**config.mk**
```make
export PLATFORM = sky130hd
export DESIGN_NAME = tdm_core
export DESIGN_NICKNAME = d
export VERILOG_FILES = /design/src/hw/tdm_pkg.sv /design/src/hw/tdm_core.sv
export VERILOG_INCLUDE_DIRS = /design/src /design/src/hw
export SDC_FILE = /design/constraint.sdc
export NUM_CORES = 1
export LEC_CHECK = 0
export ABC_AREA = 1
export BUFFER_PORTS_ARGS = -buffer_cell sky130_fd_sc_hd__clkbuf_2
export CAP_MARGIN = 40
export CELL_PAD_IN_SITES_DETAIL_PLACEMENT = 0
export CELL_PAD_IN_SITES_GLOBAL_PLACEMENT = 1
export CORE_MARGIN = 10
export CORE_UTILIZATION = 25
export DETAILED_ROUTE_END_ITERATION = 8
export HOLD_SLACK_MARGIN = 0.15
export PLACE_DENSITY_LB_ADDON = 0.1
export SLEW_MARGIN = 0
export SYNTH_ARGS = -nofsm -noshare
export SYNTH_HDL_FRONTEND = slang
export SYNTH_SLANG_ARGS = --single-unit
```
**constraint.sdc**
```tcl
create_clock -name core_clk -period 6.3 [get_ports core_clk]
set_input_delay 0.63 -clock core_clk [delete_from_list [all_inputs] [get_ports core_clk]]
set_output_delay 0.63 -clock core_clk [all_outputs]
set_load 0.005 [all_outputs]
```
**src/hw/tdm_params.svh**
```systemverilog
// Constants for the transmitter device-management command block
`ifndef TDM_PARAMS_SVH
`define TDM_PARAMS_SVH
`define TDM_CLK_HZ 100000000
`define TDM_CMD_FIX_CUR 8'h28
`define TDM_CMD_SELF_TEST 8'h29
`define TDM_CMD_DEV_RESET 8'h2a
`define TDM_CMD_PV_DAMP 8'h22
`define TDM_CMD_DV_DAMP 8'h37
`define TDM_CMD_WP_WRITE 8'hc8
`define TDM_CMD_WP_READ 8'hc9
`define TDM_RSP_OK 8'h00
`define TDM_RSP_WP_ERR 8'h07
`define TDM_RSP_BAD_VAR 8'h02
`define TDM_RSP_MIN_MS 10
`define TDM_RSP_TYP_MS 20
`define TDM_RSP_MAX_MS 150
`define TDM_COMMIT_S 10
`define TDM_BOOT_S 2
`define TDM_SAMPLE_PER_S 50
`define TDM_LOOP_COMMIT_UA 16'd12000
`define TDM_LOOP_BOOT_UA 16'd4000
`define TDM_WP_RESET 1'b0
`define TDM_SELFTEST_BITS 8
`endif

```
**src/hw/tdm_pkg.sv**
```systemverilog
// Types for the transmitter device-management command block
package tdm_pkg;
    typedef enum logic [2:0] {
        ST_BOOT = 3'b000,
        ST_IDLE = 3'b001,
        ST_WAIT = 3'b011,
        ST_ANSWER = 3'b010
    } tdm_state_t;

    typedef struct packed {
        logic valid;
        logic [7:0] cmd;
        logic [7:0] arg;
        logic [7:0] data;
    } tdm_cmd_t;

    typedef struct packed {
        logic valid;
        logic [7:0] cmd;
        logic [7:0] code;
        logic [7:0] data;
    } tdm_rsp_t;

    typedef struct packed {
        logic cfg_tx;
        logic cfg_link;
        logic float1;
        logic float2;
        logic temp;
        logic thick;
        logic err_cnt;
        logic supply;
    } tdm_health_t;
endpackage

```
**src/hw/tdm_core.sv**
```systemverilog
// Device-management command interpreter for a loop-powered level transmitter
// Contract
// - A device reset command restarts through the power-up path.
// - Self-test runs at power-up, on command and in background.
// - Self-test checks configs, floats, temp, thickness, errors, supply.
// - The sampling strobe sample_stb runs at fifty per second.
// - Answers go out 10 ms to 150 ms after the command, 20 ms typical.
// - The self-test command never blocks command handling.
// - Commit comes about 10 s after the last write; writes restart it.
// - Loop current is held at 12 mA while a commit is running.
// - One command sets write protection and another reads it back.
// - Write protection is off after reset.
// - Fixed current, self-test and reset work under write protection.
// - Damping only for the two floats, via either damping command.
// - At power-up config is loaded and checked, loop held at 4 mA.
// - The link opens about 2 s after power-up or reset restart.
// - A restart cancels fixed current mode and any temporary lock.
`timescale 1ns/1ps
`include "tdm_params.svh"
module tdm_core #(
    parameter int unsigned BOOT_CYC = `TDM_BOOT_S * `TDM_CLK_HZ,
    parameter int unsigned COMMIT_CYC = `TDM_COMMIT_S * `TDM_CLK_HZ,
    parameter int unsigned RSP_CYC = `TDM_RSP_TYP_MS * (`TDM_CLK_HZ / 1000),
    parameter int unsigned SAMPLE_CYC = `TDM_CLK_HZ / `TDM_SAMPLE_PER_S
) (
    input wire logic core_clk,
    input wire logic sys_rst,
    input wire logic clk_en,
    input tdm_pkg::tdm_cmd_t cmd_in,
    output logic cmd_ready,
    output tdm_pkg::tdm_rsp_t rsp_out,
    input tdm_pkg::tdm_health_t health_in,
    input wire logic cfg_load_done,
    output logic cfg_load_req,
    output logic nvm_commit_req,
    input wire logic nvm_commit_busy,
    output logic sample_stb,
    output logic loop_fixed,
    output logic [15:0] loop_fixed_ua,
    output logic link_up,
    output logic write_protect,
    output logic cfg_write_stb,
    output logic [7:0] damp_var,
    output logic [7:0] damp_val,
    output logic fixed_cur_mode,
    output logic temp_lock_clr,
    output tdm_pkg::tdm_health_t selftest_fault,
    output logic selftest_busy
);
    import tdm_pkg::*;

    typedef struct packed {
        tdm_state_t st;
        logic [31:0] boot_cnt;
        logic [31:0] rsp_cnt;
        logic [31:0] commit_cnt;
        logic commit_pend;
        logic [31:0] samp_cnt;
        logic samp;
        logic wp;
        logic fixed;
        logic cfg_req;
        logic commit;
        logic wr;
        logic [7:0] dvar;
        logic [7:0] dval;
        tdm_cmd_t cmd;
        tdm_rsp_t rsp;
        tdm_health_t fault;
        logic st_busy;
        logic lock_clr;
    } tdm_reg_t;

    tdm_reg_t s_q;
    tdm_reg_t s_d;

    localparam int unsigned RSP_MIN =
        `TDM_RSP_MIN_MS * (`TDM_CLK_HZ / 1000);
    localparam int unsigned RSP_MAX =
        `TDM_RSP_MAX_MS * (`TDM_CLK_HZ / 1000);
    localparam int unsigned RSP_USE =
        (RSP_CYC < 1) ? 1 : RSP_CYC;

    function automatic logic is_cfg_write(input logic [7:0] c);
        is_cfg_write = (c == `TDM_CMD_PV_DAMP) || (c == `TDM_CMD_DV_DAMP);
    endfunction

    always_comb begin
        s_d = s_q;
        s_d.wr = 1'b0;
        s_d.lock_clr = 1'b0;
        s_d.rsp.valid = 1'b0;
        // Background self-test of every health item
        s_d.fault = ~health_in;
        if (s_q.samp_cnt >= SAMPLE_CYC - 1) begin
            s_d.samp_cnt = 32'h0000_0000;
            s_d.samp = 1'b1;
        end else begin
            s_d.samp_cnt = s_q.samp_cnt + 32'h0000_0001;
            s_d.samp = 1'b0;
        end
        // Commit delay after last write
        if (s_q.commit && !nvm_commit_busy) begin
            s_d.commit = 1'b0;
        end
        if (s_q.commit_pend) begin
            if (s_q.commit_cnt >= COMMIT_CYC - 1) begin
                s_d.commit_pend = 1'b0;
                s_d.commit = 1'b1;
            end else begin
                s_d.commit_cnt = s_q.commit_cnt + 32'h0000_0001;
            end
        end
        unique case (s_q.st)
            ST_BOOT: begin
                s_d.fixed = 1'b0;
                s_d.st_busy = 1'b1;
                if (cfg_load_done) begin
                    s_d.cfg_req = 1'b0;
                end
                if (s_q.boot_cnt >= BOOT_CYC - 1 && !s_q.cfg_req) begin
                    s_d.st = ST_IDLE;
                    s_d.st_busy = 1'b0;
                end else if (s_q.boot_cnt < BOOT_CYC - 1) begin
                    s_d.boot_cnt = s_q.boot_cnt + 32'h0000_0001;
                end
            end
            ST_IDLE: begin
                if (cmd_in.valid) begin
                    s_d.cmd = cmd_in;
                    s_d.rsp_cnt = 32'h0000_0000;
                    s_d.st = ST_WAIT;
                end
            end
            ST_WAIT: begin
                if (s_q.rsp_cnt >= RSP_USE - 1) begin
                    s_d.st = ST_ANSWER;
                end else begin
                    s_d.rsp_cnt = s_q.rsp_cnt + 32'h0000_0001;
                end
            end
            ST_ANSWER: begin
                s_d.rsp.valid = 1'b1;
                s_d.rsp.cmd = s_q.cmd.cmd;
                s_d.rsp.code = `TDM_RSP_OK;
                s_d.rsp.data = 8'h00;
                s_d.st = ST_IDLE;
                unique case (s_q.cmd.cmd)
                    `TDM_CMD_WP_WRITE: begin
                        s_d.wp = s_q.cmd.arg[0];
                        s_d.rsp.data = {7'h00, s_q.cmd.arg[0]};
                    end
                    `TDM_CMD_WP_READ: begin
                        s_d.rsp.data = {7'h00, s_q.wp};
                    end
                    `TDM_CMD_FIX_CUR: begin
                        s_d.fixed = s_q.cmd.arg[0];
                    end
                    `TDM_CMD_SELF_TEST: begin
                        s_d.rsp.data = {7'h00, |s_q.fault};
                    end
                    `TDM_CMD_DEV_RESET: begin
                        // Restart goes through the power-up path
                        s_d.st = ST_BOOT;
                        s_d.boot_cnt = 32'h0000_0000;
                        s_d.cfg_req = 1'b1;
                        s_d.commit_pend = 1'b0;
                        s_d.fixed = 1'b0;
                        s_d.lock_clr = 1'b1;
                        s_d.wp = `TDM_WP_RESET;
                    end
                    default: begin
                        if (is_cfg_write(s_q.cmd.cmd)) begin
                            if (s_q.wp) begin
                                s_d.rsp.code = `TDM_RSP_WP_ERR;
                            end else if (s_q.cmd.arg > 8'h01) begin
                                s_d.rsp.code = `TDM_RSP_BAD_VAR;
                            end else begin
                                s_d.wr = 1'b1;
                                s_d.dvar = s_q.cmd.arg;
                                s_d.dval = s_q.cmd.data;
                                s_d.commit_pend = 1'b1;
                                s_d.commit_cnt = 32'h0000_0000;
                            end
                        end
                    end
                endcase
            end
            default: begin
                s_d.st = ST_BOOT;
            end
        endcase
    end

    always_ff @(posedge core_clk or posedge sys_rst) begin
        if (sys_rst) begin
            s_q <= '0;
            s_q.st <= ST_BOOT;
            s_q.cfg_req <= 1'b1;
            s_q.st_busy <= 1'b1;
            s_q.wp <= `TDM_WP_RESET;
        end else if (clk_en) begin
            s_q <= s_d;
        end
    end

    assign cmd_ready = (s_q.st == ST_IDLE);
    assign rsp_out = s_q.rsp;
    assign cfg_load_req = s_q.cfg_req;
    assign nvm_commit_req = s_q.commit;
    assign sample_stb = s_q.samp;
    assign loop_fixed = (s_q.st == ST_BOOT) || s_q.commit || nvm_commit_busy;
    // Commit clamp takes precedence over the boot level
    assign loop_fixed_ua = (s_q.commit || nvm_commit_busy) ?
        `TDM_LOOP_COMMIT_UA : `TDM_LOOP_BOOT_UA;
    assign link_up = (s_q.st != ST_BOOT);
    assign write_protect = s_q.wp;
    assign cfg_write_stb = s_q.wr;
    assign damp_var = s_q.dvar;
    assign damp_val = s_q.dval;
    assign fixed_cur_mode = s_q.fixed;
    assign temp_lock_clr = s_q.lock_clr;
    assign selftest_fault = s_q.fault;
    assign selftest_busy = s_q.st_busy;
endmodule

```
==> impl_metrics.ini <==
[power_and_ir_drop]
ir_drop_mv = 0.164
combinationalPowerShare_pct = 21.8
power_density_nw_per_um2 = 294
internal_power_uw = 2340
switching_power_uw = 1250
clkPwrFrac_pct = 33.5
leakage_uw = 0.00573
p_sw_share_pct = 34.8
seqPwrFrac_pct = 44.8

[floorplanning]
fp.dieArea_um2 = 52400
core_um2 = 43100
start_util_pct = 25.3
rows = 76
dieWidth_um = 229
io_pins = 114
die_y_um = 229

[drt]
drc = 0
ant_nets = 0
wl_um = 30500
wl_per_cell_um = 14.9
first_pass_iters = 5
num_vias = 8673
drtIter0Drc = 466
viasPerCell = 4.25

[cts]
cts-buffers-inserted = 17
cts_hold_repair.buffers = 1
cts_tree = built
cts_htree_levels = 4
clk_path_buf_depth = 2
clk_pin_slew_ns = 0.08
cts.sinks = 199
post_cts_buffers = 0
clk_latency_ns = 0.49
clock-root-buffer = clkbuf_16
cts_resized = 0

[logic_synthesis]
ys_ff_latch = 199
synth_seq_area_share_pct = 45.7
synthSimpleGateAreaFrac_pct = 29.9
synth_top_family_by_area = simple AND/OR/NAND/NOR gates
synth-compound-area-share_pct = 6.97
syn_inst = 1406
synth_xor_area_share_pct = 4.17
synth.avg_cell_area_um2 = 7.76
synthAdderAreaFrac_pct = 0.459
ys_warn_count = 0
synthMuxAreaShare_pct = 0.722
synth_cell_types = 50
netlist_area_um2 = 10900

[run_status]
status = completed

[critical_path]
crit_chain = inv_2, nor2_4, inv_2, nor3_2, nand3_2, buf_16, o21ai_0, a21oi_1
critPathTopFamily = simple AND/OR/NAND/NOR gates
cp.arrival_ns = 3.22
cp-end-kind = register
critPathLaunchType = register
crit_buf_inv = 3
slowest_delay_ns = 0.55
critPathSlowestCell = nor2_4
crit_top_cell = inv_2
crit_cells = 8
crit_fanout = 26
worstRegToRegCells = 8
critical_path_class = reg -> reg
critical_path_required_ns = 6.66

[sta]
min_period_over_period_pct = 45.4
setup_viol = 0
fin_setup_tns_ns = 0
finClkSkew_ns = 0.0108
slew_headroom_pct = 44.3
hold_violations = 0
worstMarginPinSlew_ns = 0.836
min_period_ns = 2.86
max_freq_ghz = 0.350
slew_viol_final = 0
rsz0062_at_grt = false

[worst_hold_path]
hp-class = in -> reg
hold-path-cell-count = 2

[layout]
nFillCells = 4738
num-nets-final = 1487
postLayoutCellArea_um2 = 12200
area.growth.synth_to_final_pct = 12.1
antenna_cells = 0
drive_gt1_share_pct = 13.5
multi_input_area_um2 = 4710
final-seq-area_um2 = 4980

[run]
maxCapViolations = 0

[grt]
track_usage_pct = 11.9
grt_pass1_vias = 8457
antenna_found_initial = 0
grt_max_degree = 99
grt_pass1_wl_um = 49100
grt_overflow_total = 0

[place]
io_buffers = 88
placed_area_um2 = 11600
globalplace.congestion = 0.776
dp_hpwl_um = 22200
[through the flow]
| step | power [uW] | worst slack [ns] | utilization [%] | cells | hold WS (ns) |
|---|---|---|---|---|---|
| final | 3590 | 3.44 | 28.4 | 2043 | 0.323 |
| after detailed placement | 2440 | 3.09 | 26.9 | 2010 | 0.454 |
| after CTS | 3700 | 3.33 | 28.4 | 2043 | 0.275 |
| after global routing | 3860 | 3.10 | 28.4 | 2043 | 0.279 |
| after floorplan | 2230 | 0.248 | - | 1429 | 0.437 |
| after global placement | 2430 | 3.06 | 26.7 | 2006 | 0.452 |
[Yosys cell counts, drive strengths merged]
library cell / n / area share [%]
nand2: 348 / 13
nor2: 233 / 8.4
dfrtp: 197 / 45
inv: 159 / 5.5
buf: 85 / 5.9
o21ai: 83 / 4.2
nand3: 64 / 3.3
nor3: 47 / 2.3
xor2: 44 / 3.5
a21oi: 39 / 2.0
nand4: 30 / 1.7
clkbuf: 15 / 0.52
nor4: 15 / 0.92
xnor2: 8 / 0.64
mux2: 7 / 0.72
nor3b: 5 / 0.34
ha: 4 / 0.46
a31oi: 3 / 0.17
a32o: 3 / 0.28
or2: 3 / 0.17
clkinv: 2 / 0.080
conb: 2 / 0.069
dfstp: 2 / 0.48
nand3b: 2 / 0.14
o211ai: 2 / 0.14
a211oi: 1 / 0.069
a31o: 1 / 0.080
and3: 1 / 0.057
o22ai: 1 / 0.057
[layout by cell type, fill, tap and decap left out, types with 5 or more instances in the layout]
| cell type | count |
|---|---|
| a21oi_1 | 37 |
| clkbuf_16 | 17 |
| clkbuf_2 | 88 |
| clkinv_4 | 5 |
| conb_1 | 25 |
| dfrtp_1 | 197 |
| inv_1 | 148 |
| inv_2 | 8 |
| nand2_1 | 332 |
| nand2_2 | 14 |
| nand3_1 | 56 |
| nand3_2 | 7 |
| nand4_1 | 30 |
| nor2_1 | 224 |
| nor2_2 | 5 |
| nor3_1 | 43 |
| nor3b_1 | 5 |
| nor4_1 | 14 |
| o21ai_0 | 46 |
| o21ai_1 | 26 |
| o21ai_2 | 11 |
| xnor2_1 | 8 |
| xor2_1 | 44 |
[final cells by class]
class / count / share of cell area (%)
Tap cell: 585 / 5.98
Clock buffer: 18 / 3.51
Clock inverter: 14 / 1.55
Sequential cell: 199 / 40.7
Multi-Input combinational cell: 969 / 38.5
Timing Repair Buffer: 97 / 4.63
Inverter: 161 / 5.07
[sequential cells by signal (all words and copies together), names as in the netlist, 8 cells and up]
| register | cells |
|---|---|
| s_q | 155 |
| rsp_out | 12 |
| selftest_fault | 8 |
| damp_val | 8 |
| damp_var | 8 |
[routing by layer]
layer / share of wire (%) / vias to the layer above / global-route usage (%)
met5: 0 / - / 0
met4: 1.2 / 0 / 3.48
met3: 3.7 / 22 / 3.33
met2: 44 / 136 / 17.8
met1: 51 / 4067 / 16.4
li1: - / 4448 / -
[logic make-up after synthesis]
| group | Yosys count |
|---|---|
| XOR/XNOR | 52 |
| AO/OA/AOI/OAI | 133 |
| multiplexers | 7 |
| adder cells (fa/ha/maj) | 4 |
| AND/OR/NAND/NOR | 748 |
| flip-flops | 199 |
| other | 2 |
| buffers and inverters | 261 |
[final timing paths]
check	end	slack, ns	start
worst min register to register	s_q[145]	0.47	s_q[145]
worst max-delay path	s_q[126]	3.44	s_q[212]
max in group asynchronous	damp_var[5]	4.23	sys_rst
worst min-delay path	selftest_fault[6]	0.32	health_in[6]
min in group asynchronous	s_q[47]	0.61	sys_rst
worst max register to register	s_q[126]	3.44	s_q[212]
[power groups by stage]
stage / registers (uW) / clock network, uW / logic, uW
after global routing: 1640 / 1320 / 903
final: 1610 / 1200 / 782
after CTS: 1610 / 1270 / 817
after floorplan: 1590 / 0 / 645
after global placement: 1630 / 0 / 795
after detailed placement: 1630 / 0 / 809
Power figures use the tool's default switching activity.
